$ cat src/itb_pkg.sv
// Purpose: shared constants and types of the 10-bit target address block
// Assumes: one 10 MHz module clock, asynchronous active-high reset
// Notes: clock-rate rows live in the rate lookup module
package itb_pkg;
   // fixed upper five bits of a 10-bit first address byte
   localparam logic [4:0] TEN_BIT_PREFIX = 5'h1E;
   // bit count at which the eighth data bit has been shifted in
   localparam logic [3:0] ACK_BIT_CNT = 4'h8;
   localparam logic [3:0] BIT_CNT_RST = 4'h0;
   // widths of the divider and hold counts
   localparam int DIV_W = 12;
   localparam int SDA_HOLD_W = 10;
   localparam int START_HOLD_W = 11;
   localparam int ROW_W = DIV_W + SDA_HOLD_W + START_HOLD_W;
   // values after reset, and the divider count step
   localparam logic [7:0] BYTE_RST = 8'h00;
   localparam logic [DIV_W-1:0] DIV_CNT_RST = 12'h000;
   localparam logic [DIV_W-1:0] DIV_CNT_ONE = 12'h001;
   // target-side protocol states
   typedef enum logic [2:0] {
      ST_IDLE,
      ST_ADDR1,
      ST_ADDR2,
      ST_RX,
      ST_TX,
      ST_SKIP
   } itb_state_t;
endpackage : itb_pkg

$ cat src/itb_rate_rom.sv
// Purpose: maps the clock-rate code to SCL divider and hold counts
// Assumes: code changes are rare; one cycle of latency is harmless
// Notes: codes outside the held rows fall back to the slowest row
`timescale 1ns/1ps
module itb_rate_rom
   import itb_pkg::*;
(
   input wire logic clk_sys_in,
   input wire logic rst_in,
   input wire logic [5:0] clock_rate_code_in,
   output logic [DIV_W-1:0] div_out,
   output logic [SDA_HOLD_W-1:0] sda_hold_out,
   output logic [START_HOLD_W-1:0] start_hold_out
);
   ////////////////////////////////////////////////////////////////////////////
   // lookup: {scl divider, sda hold, start scl hold} in module clocks
   function automatic logic [ROW_W-1:0] rate_row(input logic [5:0] code);
      case (code)
         6'h15: rate_row = {12'h058, 10'h011, 11'h026};
         6'h16: rate_row = {12'h068, 10'h015, 11'h02E};
         6'h17: rate_row = {12'h080, 10'h015, 11'h03A};
         6'h18: rate_row = {12'h050, 10'h009, 11'h026};
         6'h19: rate_row = {12'h060, 10'h009, 11'h02E};
         6'h1A: rate_row = {12'h070, 10'h011, 11'h036};
         6'h1B: rate_row = {12'h080, 10'h011, 11'h03E};
         6'h1C: rate_row = {12'h090, 10'h019, 11'h046};
         6'h1D: rate_row = {12'h0A0, 10'h019, 11'h04E};
         6'h1E: rate_row = {12'h0C0, 10'h021, 11'h05E};
         6'h1F: rate_row = {12'h0F0, 10'h021, 11'h076};
         6'h35: rate_row = {12'h500, 10'h0C1, 11'h27E};
         6'h36: rate_row = {12'h600, 10'h101, 11'h2FE};
         6'h37: rate_row = {12'h780, 10'h101, 11'h3BE};
         6'h38: rate_row = {12'h500, 10'h081, 11'h27E};
         6'h39: rate_row = {12'h600, 10'h081, 11'h2FE};
         6'h3A: rate_row = {12'h700, 10'h101, 11'h37E};
         6'h3B: rate_row = {12'h800, 10'h101, 11'h3FE};
         6'h3C: rate_row = {12'h900, 10'h181, 11'h47E};
         6'h3D: rate_row = {12'hA00, 10'h181, 11'h4FE};
         6'h3E: rate_row = {12'hC00, 10'h201, 11'h5FE};
         // slowest row for the rest: never faster than asked
         default: rate_row = {12'hF00, 10'h201, 11'h77E};
      endcase
   endfunction : rate_row

   wire logic [ROW_W-1:0] row_w = rate_row(clock_rate_code_in);

   // registered read so the divider sees a clean value
   always_ff @(posedge clk_sys_in or posedge rst_in) begin
      if (rst_in) begin
         div_out <= '0;
         sda_hold_out <= '0;
         start_hold_out <= '0;
      end else begin
         {div_out, sda_hold_out, start_hold_out} <= row_w;
      end
   end
endmodule : itb_rate_rom

$ cat src/itb_target.sv
// Purpose: two-wire target with 10-bit address recognition and rate divider
// Assumes: scl and sda inputs already synchronous to clk_sys_in
// Notes: sda is open drain; the pad pulls low while sda_oe_out is high
// Function
// - a 10-bit first address byte starts with the fixed prefix 11110
// - after start, match prefix plus two high bits with direction 0, then acknowledge
// - second byte must equal the low eight address bits to be acknowledged
// - matched receiver stays selected until stop or restart with another address
// - first address byte raises the transfer event; its data is not payload
// - master reads via start, both bytes written, restart, then direction flips
// - remembered match plus same first byte with direction 1 selects transmitter
// - transmitter stays selected until stop or restart with another address
// - unmatched device ignores prefix read; 7-bit match never takes the prefix
// - rate code 17 gives divider 128, sda hold 21, start hold 58
// - rate code 1F gives divider 240, sda hold 33, start hold 118
// - rate code 3B gives divider 2048, sda hold 257, start hold 1022
// - rate code 3F gives divider 3840, sda hold 513, start hold 1918
// - extended address bits join matching only when extension is enabled
// - a second-byte match enters receiver operation and sets the addressed flag
`timescale 1ns/1ps
module itb_target
   import itb_pkg::*;
(
   input wire logic clk_sys_in,
   input wire logic rst_in,
   input wire logic module_enable_in,
   input wire logic address_extension_enable_in,
   input wire logic [6:0] own_addr_in,
   input wire logic target_addr_bit_ten_in,
   input wire logic target_addr_bit_nine_in,
   input wire logic target_addr_bit_eight_in,
   input wire logic [5:0] clock_rate_code_in,
   input wire logic [7:0] tx_data_in,
   input wire logic scl_in,
   input wire logic sda_in,
   output logic sda_out,
   output logic sda_oe_out,
   output logic addressed_as_target_flag_out,
   output logic transmit_mode_out,
   output logic byte_done_out,
   output logic [7:0] rx_data_out,
   output logic rx_data_valid_out,
   output logic scl_gen_out,
   output logic sda_hold_tick_out,
   output logic start_hold_tick_out
);
   ////////////////////////////////////////////////////////////////////////////
   // state; every check runs on the module clock and rests while reset is high
   itb_state_t state_ff;
   itb_state_t nxt_state;
   logic scl_q_ff;
   logic sda_q_ff;
   logic [3:0] bit_cnt_ff;
   logic [7:0] shift_ff;
   logic [7:0] tx_shift_ff;
   logic in_ack_ff;
   logic nack_ff;
   logic matched_ff;
   logic nxt_matched;
   logic nxt_aat;
   logic nxt_oe;
   logic [DIV_W-1:0] div_cnt_ff;
   wire logic [DIV_W-1:0] div_w;
   wire logic [SDA_HOLD_W-1:0] sda_hold_w;
   wire logic [START_HOLD_W-1:0] start_hold_w;

   ////////////////////////////////////////////////////////////////////////////
   // bus condition decode from the previous sample
   wire logic scl_rise = scl_in & ~scl_q_ff;
   wire logic scl_fall = ~scl_in & scl_q_ff;
   wire logic start_det = scl_in & scl_q_ff & sda_q_ff & ~sda_in;
   wire logic stop_det = scl_in & scl_q_ff & ~sda_q_ff & sda_in;
   wire logic byte_end = scl_fall & (bit_cnt_ff == ACK_BIT_CNT) & ~in_ack_ff;
   wire logic ack_fall = scl_fall & in_ack_ff;
   wire logic tx_fall = scl_fall & ~in_ack_ff & (state_ff == ST_TX) & ~nack_ff;

   // address compares
   wire logic ext_en = address_extension_enable_in;
   wire logic rw_bit = shift_ff[0];
   wire logic [6:0] hi7_w = {TEN_BIT_PREFIX, target_addr_bit_ten_in, target_addr_bit_nine_in};
   wire logic [7:0] lo8_w = {target_addr_bit_eight_in, own_addr_in};
   wire logic hi_match = ext_en & (shift_ff[7:1] == hi7_w);
   wire logic own_is_prefix = (own_addr_in[6:2] == TEN_BIT_PREFIX);
   // a 7-bit device never claims the reserved prefix
   wire logic seven_match = ~ext_en & (shift_ff[7:1] == own_addr_in) & ~own_is_prefix;
   wire logic lo_match = (shift_ff == lo8_w);
   wire logic ack_a1 = hi_match & ~rw_bit;
   // a read after restart needs the remembered match
   wire logic ack_a3 = hi_match & rw_bit & matched_ff;
   wire logic addr1_ack = ack_a1 | ack_a3 | seven_match;
   wire logic ack_now = ((state_ff == ST_ADDR1) & addr1_ack) | ((state_ff == ST_ADDR2) & lo_match)
                        | (state_ff == ST_RX);
   wire logic sel_next = (nxt_state == ST_RX) | (nxt_state == ST_TX);
   wire logic addr_next = (nxt_state == ST_ADDR1) | (nxt_state == ST_ADDR2);

   ////////////////////////////////////////////////////////////////////////////
   // protocol sequencing
   always_comb begin
      nxt_state = state_ff;
      if (!module_enable_in) begin
         nxt_state = ST_IDLE;
      end else if (start_det) begin
         nxt_state = ST_ADDR1;
      end else if (stop_det) begin
         nxt_state = ST_IDLE;
      end else if (byte_end) begin
         unique case (state_ff)
            ST_ADDR1: begin
               if (ack_a1) begin
                  nxt_state = ST_ADDR2;
               end else if (ack_a3) begin
                  nxt_state = ST_TX;
               end else if (seven_match) begin
                  nxt_state = rw_bit ? ST_TX : ST_RX;
               end else begin
                  nxt_state = ST_SKIP;
               end
            end
            ST_ADDR2: nxt_state = lo_match ? ST_RX : ST_SKIP;
            ST_RX: nxt_state = ST_RX;
            ST_TX: nxt_state = ST_TX;
            ST_IDLE: nxt_state = ST_IDLE;
            ST_SKIP: nxt_state = ST_SKIP;
         endcase
      end
   end

   // remembered 10-bit match across a restart
   always_comb begin
      nxt_matched = matched_ff;
      if (!module_enable_in || stop_det) begin
         nxt_matched = 1'b0;
      end else if (byte_end && state_ff == ST_ADDR1) begin
         nxt_matched = matched_ff & (ack_a1 | ack_a3);
      end else if (byte_end && state_ff == ST_ADDR2) begin
         nxt_matched = lo_match;
      end
   end

   // selected while in data phase, held through a restart until it fails
   assign nxt_aat = sel_next | (addressed_as_target_flag_out & addr_next);
   // open-drain drive: address or data ack, then transmit bits
   always_comb begin
      nxt_oe = sda_oe_out;
      if (!module_enable_in || start_det || stop_det) begin
         nxt_oe = 1'b0;
      end else if (byte_end) begin
         nxt_oe = (state_ff != ST_TX) & ack_now;
      end else if (ack_fall) begin
         nxt_oe = (state_ff == ST_TX) & ~nack_ff & ~tx_data_in[7];
      end else if (tx_fall) begin
         nxt_oe = ~tx_shift_ff[6];
      end
   end

   ////////////////////////////////////////////////////////////////////////////
   // pin samples and state registers
   always_ff @(posedge clk_sys_in or posedge rst_in) begin
      if (rst_in) begin
         scl_q_ff <= 1'b1;
         sda_q_ff <= 1'b1;
         state_ff <= ST_IDLE;
         matched_ff <= 1'b0;
         sda_oe_out <= 1'b0;
         sda_out <= 1'b0;
         addressed_as_target_flag_out <= 1'b0;
         transmit_mode_out <= 1'b0;
      end else begin
         scl_q_ff <= scl_in;
         sda_q_ff <= sda_in;
         state_ff <= nxt_state;
         matched_ff <= nxt_matched;
         sda_oe_out <= nxt_oe;
         sda_out <= 1'b0;
         addressed_as_target_flag_out <= nxt_aat;
         transmit_mode_out <= (nxt_state == ST_TX);
      end
   end

   // bit counter and receive shifter; the ninth clock wraps the count
   always_ff @(posedge clk_sys_in or posedge rst_in) begin
      if (rst_in) begin
         bit_cnt_ff <= BIT_CNT_RST;
         shift_ff <= BYTE_RST;
      end else if (start_det || stop_det || !module_enable_in) begin
         bit_cnt_ff <= BIT_CNT_RST;
      end else if (scl_rise) begin
         bit_cnt_ff <= (bit_cnt_ff == ACK_BIT_CNT) ? BIT_CNT_RST : bit_cnt_ff + 4'h1;
         if (bit_cnt_ff != ACK_BIT_CNT) begin
            shift_ff <= {shift_ff[6:0], sda_in};
         end
      end
   end

   // ack window and master ack seen while transmitting
   always_ff @(posedge clk_sys_in or posedge rst_in) begin
      if (rst_in) begin
         in_ack_ff <= 1'b0;
         nack_ff <= 1'b0;
      end else if (start_det || stop_det || !module_enable_in) begin
         in_ack_ff <= 1'b0;
         nack_ff <= 1'b0;
      end else begin
         if (byte_end) begin
            in_ack_ff <= 1'b1;
         end else if (scl_fall) begin
            in_ack_ff <= 1'b0;
         end
         // a master nack stops the drive until the next start or stop
         if (scl_rise && in_ack_ff && state_ff == ST_TX) begin
            nack_ff <= sda_in;
         end
      end
   end

   // transmit shifter, loaded as the ack clock ends
   always_ff @(posedge clk_sys_in or posedge rst_in) begin
      if (rst_in) begin
         tx_shift_ff <= BYTE_RST;
      end else if (ack_fall) begin
         tx_shift_ff <= tx_data_in;
      end else if (tx_fall) begin
         tx_shift_ff <= {tx_shift_ff[6:0], 1'b0};
      end
   end

   // byte event; address bytes carry no valid payload
   always_ff @(posedge clk_sys_in or posedge rst_in) begin
      if (rst_in) begin
         byte_done_out <= 1'b0;
         rx_data_out <= BYTE_RST;
         rx_data_valid_out <= 1'b0;
      end else begin
         byte_done_out <= byte_end & (ack_now | (state_ff == ST_TX)) & module_enable_in;
         if (byte_end && ack_now) begin
            rx_data_out <= shift_ff;
            rx_data_valid_out <= (state_ff == ST_RX);
         end
      end
   end

   ////////////////////////////////////////////////////////////////////////////
   // rate divider: low half then high half, holds counted from scl fall
   itb_rate_rom itb_rate_rom_inst (
      .clk_sys_in(clk_sys_in),
      .rst_in(rst_in),
      .clock_rate_code_in(clock_rate_code_in),
      .div_out(div_w),
      .sda_hold_out(sda_hold_w),
      .start_hold_out(start_hold_w)
   );
   wire logic [DIV_W-1:0] div_half_w = div_w >> 1;
   // a code change mid-period ends that period early rather than overrunning
   wire logic [DIV_W-1:0] nxt_div_cnt = (div_cnt_ff >= div_w - DIV_CNT_ONE) ? DIV_CNT_RST
                                        : div_cnt_ff + DIV_CNT_ONE;
   wire logic [DIV_W-1:0] sda_hold_ext = {2'h0, sda_hold_w};
   wire logic [DIV_W-1:0] start_hold_ext = {1'h0, start_hold_w};
   always_ff @(posedge clk_sys_in or posedge rst_in) begin
      if (rst_in) begin
         div_cnt_ff <= DIV_CNT_RST;
         scl_gen_out <= 1'b1;
         sda_hold_tick_out <= 1'b0;
         start_hold_tick_out <= 1'b0;
      end else if (!module_enable_in) begin
         div_cnt_ff <= DIV_CNT_RST;
         scl_gen_out <= 1'b1;
         sda_hold_tick_out <= 1'b0;
         start_hold_tick_out <= 1'b0;
      end else begin
         div_cnt_ff <= nxt_div_cnt;
         scl_gen_out <= (nxt_div_cnt >= div_half_w);
         sda_hold_tick_out <= (nxt_div_cnt == sda_hold_ext);
         start_hold_tick_out <= (nxt_div_cnt == start_hold_ext);
      end
   end
endmodule : itb_target

$ cat config.mk
export PLATFORM = sky130hd
export DESIGN_NAME = itb_target
export DESIGN_NICKNAME = d
export VERILOG_FILES = /design/src/itb_pkg.sv /design/src/itb_rate_rom.sv /design/src/itb_target.sv
export SDC_FILE = /design/constraint.sdc
export NUM_CORES = 1
export LEC_CHECK = 0
export BUFFER_PORTS_ARGS = -buffer_cell sky130_fd_sc_hd__buf_2
export CAP_MARGIN = 25
export CORE_UTILIZATION = 60
export DETAILED_ROUTE_END_ITERATION = 6
export PLACE_DENSITY = 0.93
export SLEW_MARGIN = 15
export SYNTH_ARGS = -nofsm -noshare
export SYNTH_HDL_FRONTEND = slang
export SYNTH_SLANG_ARGS = --single-unit
$ cat constraint.sdc
create_clock -name clk_sys_in -period 3.7 [get_ports clk_sys_in]
set_input_delay 0.74 -clock clk_sys_in [delete_from_list [all_inputs] [get_ports clk_sys_in]]
set_output_delay 0.74 -clock clk_sys_in [all_outputs]
set_load 0.05 [all_outputs]
==> metrics.md, run 1 <==
| Metric | Value |
|---|---|
| CTS resizes | `0` |
| Number of port buffers | `45` |
| Commonest non-fill, non-tap cell in the layout | `dfrtp_1` |
| Period Utilization, post-route | `approximately nine tenths` |
| Most frequent cells in the layout | `79 x dfrtp_1, 58 x nor2_1, 46 x buf_2, 34 x nand2_1, 30 x o21ai_0` |
| Cell Count, Final, Fillers Out | `approximately 670` |
| Via/cell ratio | `~6.5` |
| FF-to-FF setup slack | `slightly above 0.3 ns` |
| Post-Synth Simple-Gate Area | `around 18%` |
| Final total power | `2.04 mW` |
| HPWL after DPL | `around 9000 µm` |
| #FFs+latches synth | `between 80 and 90` |
| Fin. max-slew vios | `0` |
| Layout Area Growth over Synthesis | `10.3%` |
| RSZ-0062 raised after global routing | `false` |
| GPL Wtd Cong | `0.935` |
| Vias after detailed routing | `4355` |
| P_sw | `between 0.6 and 0.7 mW` |
| P_leak | `approximately 2.7 nW` |
| Num CTS Buffers | `9` |
| CTS Buffer Depth | `2` |
| Initial DRC Count | `just over 400` |
| Fill cells | `about 570` |
| Largest net degree at the start of global routing | `44` |
| CP Capture Type | `flip-flop` |
| Post-layout min period | `around 3.4 ns` |
| Clock Power Share | `33.5%` |
| Max frequency | `just under 300 MHz` |
| Nets | `~620` |
| GRT Util Overall | `between 20% and 30%` |
| Crit path launch type | `flip-flop` |
| Initial Utilization | `~63%` |
| Syn Inst Count | `~530` |
| Post-synthesis sequential area ratio | `roughly two fifths` |
| Synth Area per Inst | `around 9.5 µm²` |
| Pwr per Cell Area | `~370 mW/mm²` |
| Internal power | `roughly 1.4 mW` |
| Main synth FF type | `dfrtp_1` |
| Post-synthesis xor/xnor area fraction | `under 10%` |
| Top delay family on crit path | `compound AO/OA/AOI/OAI gates` |
| WP data required | `3.98 ns` |
| Register Area | `~0.0021 mm²` |
| Syn_nets | `583` |
| Inserted Diodes | `0` |
| Final setup viols | `0` |
| WL per Instance | `about 18 µm` |
| Slew margin rel. | `40.8%` |
| Synth Area in Compound Gates | `approximately 15%` |
| H-tree depth | `3` |
| Antenna violations before repair | `0` |
| Mux share of post-synthesis cell area | `~6.7%` |
| Async set-reset flop share out of synthesis | `100%` |
| Ratio of cells with drive above 1 in the final layout | `approximately 18%` |
| Post-CTS Hold Buffers | `0` |
| Final hold vios | `0` |
| Clk_lat worst skew | `between 0.3 and 0.4 ns` |
| Placed Instances | `approximately 660` |
| Maximum vdd ir drop | `between 0.3 and 0.4 mV` |
| Critical path cell sequence | `inv_1 > nand4_1 > nor4_1 > xnor2_1 > ha_1 > and3_1 > a221oi_2 > o221ai_4 > nor2_1 > ha_1 > a21o_1 > a21o_1 > a211oi_1 > o21ai_0` |
| # Post-CTS Setup Buffers | `0` |
| CP max stage cell | `dfrtp_1` |
| Comb pwr share | `around 16%` |
| Synth Area in Adders | `~7.0%` |
| DRT Pass-1 Iters | `6` |
| Clock sink total | `82` |
| Status | `complete, no violations` |
| Hold/Removal Path Class | `primary input to asynchronous set/reset pin` |
| Root Buffer | `clkbuf_8` |
| Max Fanout on Critical Path | `10` |
| Grt ovf | `0` |
| Area occupied by multi-input gates | `between 0.002 and 0.003 mm²` |
| Flop pwr share | `~50%` |
| Die Ht | `93.2 µm` |
| WP data arrival | `between 3 and 4 ns` |
| Skew final | `around 0.016 ns` |
| Hold WS | `between 0.4 and 0.5 ns` |
| First-pass GRT wire length | `20100 µm` |
| Die Area | `0.00869 mm²` |
| Final wirelength | `about 12000 µm` |
| Crit Path Category | `flip-flop to flip-flop` |
| Number of enable flip-flop cells after synthesis | `0` |
| Antenna Nets Post-Route | `0` |
| Row count | `32` |
| Sw frac | `30.9%` |
| I/O pin total | `47` |
| Drc violations | `0` |
| Largest family of logic cells by synthesized area | `simple AND/OR/NAND/NOR gates` |
| Synth cell types | `64` |
| Worst path max stage delay | `approximately 0.4 ns` |
| Clk slew on worst S/H paths | `around 0.1 ns` |
| Post-Syn Area | `approximately 0.005 mm²` |
| Die Width | `about 93 µm` |
| CORE AREA | `between 0.007 and 0.008 mm²` |
| Actual slew at the worst max-slew pin | `between 0.8 and 0.9 ns` |
| Yosys warns | `0` |
| Vias in the first global route | `roughly 4.3k` |
| Setup TNS Final | `0 ns` |
| Maxcap violations | `0` |
| CTS tree | `done` |
| Bufs and invs on worst path | `1` |
worst paths after layout:
check,cells after the start,start,to
min reg2reg,1,bit_cnt_ff[3]$_DFFE_PP0P_,bit_cnt_ff[3]$_DFFE_PP0P_
min in group clk_sys_in,1,bit_cnt_ff[3]$_DFFE_PP0P_,bit_cnt_ff[3]$_DFFE_PP0P_
max,14,itb_rate_rom_inst.div_out[6]$_DFF_PP0_,scl_gen_out$_DFF_PP1_
max reg2reg,14,itb_rate_rom_inst.div_out[6]$_DFF_PP0_,scl_gen_out$_DFF_PP1_
min,2,rst_in,shift_ff[0]$_DFFE_PP0P_
max in group asynchronous,3,rst_in,scl_gen_out$_DFF_PP1_
cells by family (layout without fill, tap and decap cells):
logic type                 Yosys count  count (layout)
muxes                               31              31
AOI/OAI and AO/OA                  116             116
adders and majority gates           28              28
DFF                                 82              82
buffers and inverters               49              92
xor gates and xnor gates            42              42
other                                2               2
and+or+nand+nor                    176             176
state kept, by name, indices dropped and copies added (netlist names), 3 cells and up:
| name | cells |
|---|---|
| shift_ff | 8 |
| tx_shift_ff | 7 |
| itb_rate_rom_inst.div_out | 9 |
| div_cnt_ff | 12 |
| rx_data_out | 8 |
| itb_rate_rom_inst.sda_hold_out | 8 |
| state_ff | 3 |
| itb_rate_rom_inst.start_hold_out | 10 |
| bit_cnt_ff | 4 |
synth_stat cells, drive strengths merged, types with 14 or more instances:
| library cell | instances | area (µm²) |
|---|---|---|
| xor2 | 22 | 193 |
| mux2 | 21 | 236 |
| a21oi | 23 | 115 |
| ha | 27 | 338 |
| nand3 | 14 | 70.1 |
| inv | 26 | 97.6 |
| clkbuf | 14 | 52.6 |
| nor2 | 58 | 218 |
| xnor2 | 19 | 174 |
| o21ai | 34 | 170 |
| dfrtp | 79 | 1980 |
| nand2 | 34 | 128 |
power groups by stage:
stage	logic, mW	registers, mW	clock network, mW
after global placement	0.286	1.04	0
final	0.317	1.04	0.683
after floorplan	0.246	1.01	0
after detailed placement	0.303	1.05	0
after CTS	0.313	1.03	0.690
after global routing	0.349	1.04	0.726
per-layer routing:
metal	vias to the layer above	track usage, %	share of wire (%)
met2	260	50.9	50
met1	2103	36.9	40
met4	0	13.2	3.0
li1	1950	-	-
met5	-	0	0
met3	42	5.85	7.4
final cells by class:
class | count | share of cell area (%)
Sequential cell | 82 | 37.4
Timing Repair Buffer | 49 | 4.59
Tap cell | 102 | 2.32
Multi-Input combinational cell | 395 | 50.1
Clock buffer | 9 | 2.25
Clock inverter | 7 | 1.55
Inverter | 27 | 1.86
metrics by stage:
step	utilization [%]	worst slack [ns]	cell area [µm²]
6_report	69.8	0.310	5500
3_3_place_gp	66.8	0.474	5270
3_5_place_dp	66.9	0.252	5280
5_1_grt	69.8	0.0246	5500
4_1_cts	69.5	0.228	5490
2_1_floorplan	-	0.578	4990
worst reg2reg max path, stage by stage (launching register included):
cell	delay, ns
dfrtp_1	0.41
inv_1	0.12
nand4_1	0.17
nor4_1	0.28
xnor2_1	0.17
ha_1	0.28
and3_1	0.18
a221oi_2	0.36
o221ai_4	0.21
nor2_1	0.21
ha_1	0.27
a21o_1	0.18
a21o_1	0.17
a211oi_1	0.21
o21ai_0	0.10
No activity file was read; power rests on OpenSTA's default activity.
==> inputs of run 2 (changes only) <==
--- a/config.mk
+++ b/config.mk
@@ -7,9 +7,11 @@
 export LEC_CHECK = 0
 export BUFFER_PORTS_ARGS = -buffer_cell sky130_fd_sc_hd__buf_2
 export CAP_MARGIN = 25
-export CORE_UTILIZATION = 60
+export CORE_UTILIZATION = 49
 export DETAILED_ROUTE_END_ITERATION = 6
-export PLACE_DENSITY = 0.93
+export MAX_ROUTING_LAYER = met4
+export PLACE_DENSITY = 0.8
+export SKIP_CTS_REPAIR_TIMING = 1
 export SLEW_MARGIN = 15
 export SYNTH_ARGS = -nofsm -noshare
 export SYNTH_HDL_FRONTEND = slang
==> run 2 against run 1 <==
  * Largest power group unchanged
  * Flip-flop and latch count unchanged
  * Combinational power down 4%
  * First-iteration DRC count down 21%
  * Clock skew down 0.0017 ns
  * Setup slack better by 0.0043 ns
  * Register-to-register slack about the same
  * Largest cell class unchanged
  * Final cell count up 4.9%
==> metrics.md, run 2 (synthesis results as in run 1) <==
| Metric | Value |
|---|---|
| Die Ht | `103 µm` |
| Slew margin rel. | `41.9%` |
| Bufs and invs on worst path | `3` |
| Most frequent cells in the layout | `79 x dfrtp_1, 58 x nor2_1, 45 x buf_2, 34 x nand2_1, 30 x o21ai_0` |
| Largest net degree at the start of global routing | `43` |
| GPL Wtd Cong | `0.917` |
| Die Area | `0.0106 mm²` |
| Clk slew on worst S/H paths | `around 0.09 ns` |
| Ratio of cells with drive above 1 in the final layout | `a little under a fifth` |
| Clock Power Share | `~33%` |
| DP Worst Slack | `0.361 ns` |
| CORE AREA | `around 0.0098 mm²` |
| DRT Pass-1 Iters | `7` |
| Max frequency | `between 200 and 300 MHz` |
| Fin area | `0.00555 mm²` |
| Register bank with the most flops | `div_cnt_ff` |
| Commonest non-fill, non-tap cell in the layout | `dfrtp_1` |
| Grt ovf | `0` |
| P_sw | `0.585 mW` |
| Initial DRC Count | `around 320` |
| Cell Area, Placed | `around 0.0053 mm²` |
| Worst path max stage delay | `~0.44 ns` |
| Status | `complete, no violations` |
| WP data required | `roughly 4 ns` |
| Clock sink total | `82` |
| Sw frac | `about 30%` |
| Fin util | `approximately 57%` |
| Pwr per Cell Area | `between 300 and 400 mW/mm²` |
| Final total power | `about 2 mW` |
| Post-route setup slack | `0.314 ns` |
| Clk_lat worst skew | `roughly 0.35 ns` |
| First-pass GRT wire length | `roughly 19000 µm` |
| CP max stage cell | `dfrtp_1` |
| Top delay family on crit path | `compound AO/OA/AOI/OAI gates` |
| Max Fanout on Critical Path | `27` |
| Crit Path Category | `flip-flop to flip-flop` |
| Initial Utilization | `50.8%` |
| Vias after detailed routing | `4048` |
| Top flop regs | `div_cnt_ff x12, itb_rate_rom_inst.start_hold_out x10, itb_rate_rom_inst.div_out x9` |
| Row count | `36` |
| Inserted Diodes | `0` |
| Hold/Removal Path Class | `primary input to asynchronous set/reset pin` |
| P_leak | `about 2.7 nW` |
| WP data arrival | `3.65 ns` |
| Die Width | `roughly 100 µm` |
| CTS tree | `done` |
| Nets | `623` |
| RSZ-0062 raised after global routing | `false` |
| I/O pin total | `between 40 and 50` |
| Critical path cell sequence | `inv_1 > ha_1 > inv_1 > nor4_1 > xnor2_1 > ha_1 > and3_1 > o211ai_1 > o221ai_2 > buf_4 > nor2_1 > ha_1 > a21o_1 > a21o_1 > a211oi_1 > o21ai_0` |
| Max reg flops | `12` |
| Period Utilization, post-route | `approximately 90%` |
| Most used cell, CP | `ha_1` |
| GRT Util Overall | `23.5%` |
| HPWL after DPL | `between 8000 and 9000 µm` |
| Number of port buffers | `between 40 and 50` |
| Post-layout min period | `roughly 3.4 ns` |
| Root Buffer | `clkbuf_8` |
| Vias in the first global route | `around 3.8k` |
| Antenna violations before repair | `0` |
| Skew final | `0.0139 ns` |
| Layout Area Growth over Synthesis | `11.2%` |
| Final setup viols | `0` |
| CP Capture Type | `flip-flop` |
| Actual slew at the worst max-slew pin | `0.865 ns` |
| Final hold vios | `0` |
| Crit path launch type | `flip-flop` |
| WL per Instance | `between 15 and 20 µm` |
| Maxcap violations | `0` |
| Flop pwr share | `51.5%` |
| Fin. max-slew vios | `0` |
| Comb pwr share | `15.2%` |
| Maximum vdd ir drop | `0.276 mV` |
| Drc violations | `0` |
| Final wirelength | `~11000 µm` |
| Antenna Nets Post-Route | `0` |
| H-tree depth | `3` |
| Num CTS Buffers | `9` |
| Via/cell ratio | `5.75` |
| CTS Buffer Depth | `2` |
| Setup TNS Final | `0 ns` |
| Internal power | `around 1.4 mW` |
-- run 2: cell count changes in the layout (fill, tap and decap cells not counted), sizes merged --
cell / before / now
clkinvlp: 1 / 0
buf: 49 / 51
clkbuf: 9 / 11
clkinv: 4 / 5
inv: 28 / 26
-- run 2: power by group through the flow --
| stage | sequential, mW | clock (mW) | combinational [mW] |
|---|---|---|---|
| floorplan | 1.01 | 0 | 0.246 |
| global placement | 1.04 | 0 | 0.290 |
| detailed placement | 1.05 | 0 | 0.304 |
| CTS | 1.03 | 0.684 | 0.306 |
| global route | 1.04 | 0.720 | 0.344 |
| finish | 1.03 | 0.668 | 0.305 |
-- run 2: cell type report --
cell class	instances	area [µm²]
flip-flops and latches	82	2060
multi-input cells	395	2750
repair buffers	51	270
well taps	133	166
clock buffers	11	141
fillers	880	4270
inverters	27	103
clock inverters	5	63.8
-- run 2: worst reg2reg max path, cell delays in order, from the launching register on --
cell      delay, ns
dfrtp_1        0.44
inv_1          0.09
ha_1           0.22
inv_1          0.07
nor4_1         0.31
xnor2_1        0.13
ha_1           0.30
and3_1         0.15
o211ai_1       0.12
o221ai_2       0.18
buf_4          0.31
nor2_1         0.09
ha_1           0.20
a21o_1         0.15
a21o_1         0.17
a211oi_1       0.25
o21ai_0        0.11
-- run 2: path summary, 6_finish.rpt --
check	from	end	slack, ns	cells after the start
setup / recovery	itb_rate_rom_inst.div_out[3]$_DFF_PP0_	scl_gen_out$_DFF_PP1_	0.31	16
hold / removal	rst_in	rx_data_out[6]$_DFFE_PP0P_	0.47	2
setup reg to reg	itb_rate_rom_inst.div_out[3]$_DFF_PP0_	scl_gen_out$_DFF_PP1_	0.31	16
hold reg to reg	tx_shift_ff[3]$_DFFE_PP0P_	tx_shift_ff[3]$_DFFE_PP0P_	0.49	2
max in group asynchronous	rst_in	scl_q_ff$_DFF_PP1_	2.37	3
min in group clk_sys_in	tx_shift_ff[3]$_DFFE_PP0P_	tx_shift_ff[3]$_DFFE_PP0P_	0.49	2
-- run 2: through the flow --
stage | cells | hold slack, ns
after floorplan | 526 | 0.446
final | 704 | 0.469
after CTS | 704 | 0.477
after global routing | 704 | 0.515
after detailed placement | 688 | 0.475
after global placement | 688 | 0.463
-- run 2: layer usage --
layer / vias to the layer above / global-route usage, % / part of all wire (%)
met5: - / - / 0
met4: 0 / 7.26 / 2.0
met3: 23 / 3.59 / 4.5
met2: 110 / 36.2 / 47
met1: 1960 / 32.1 / 46
li1: 1955 / - / -
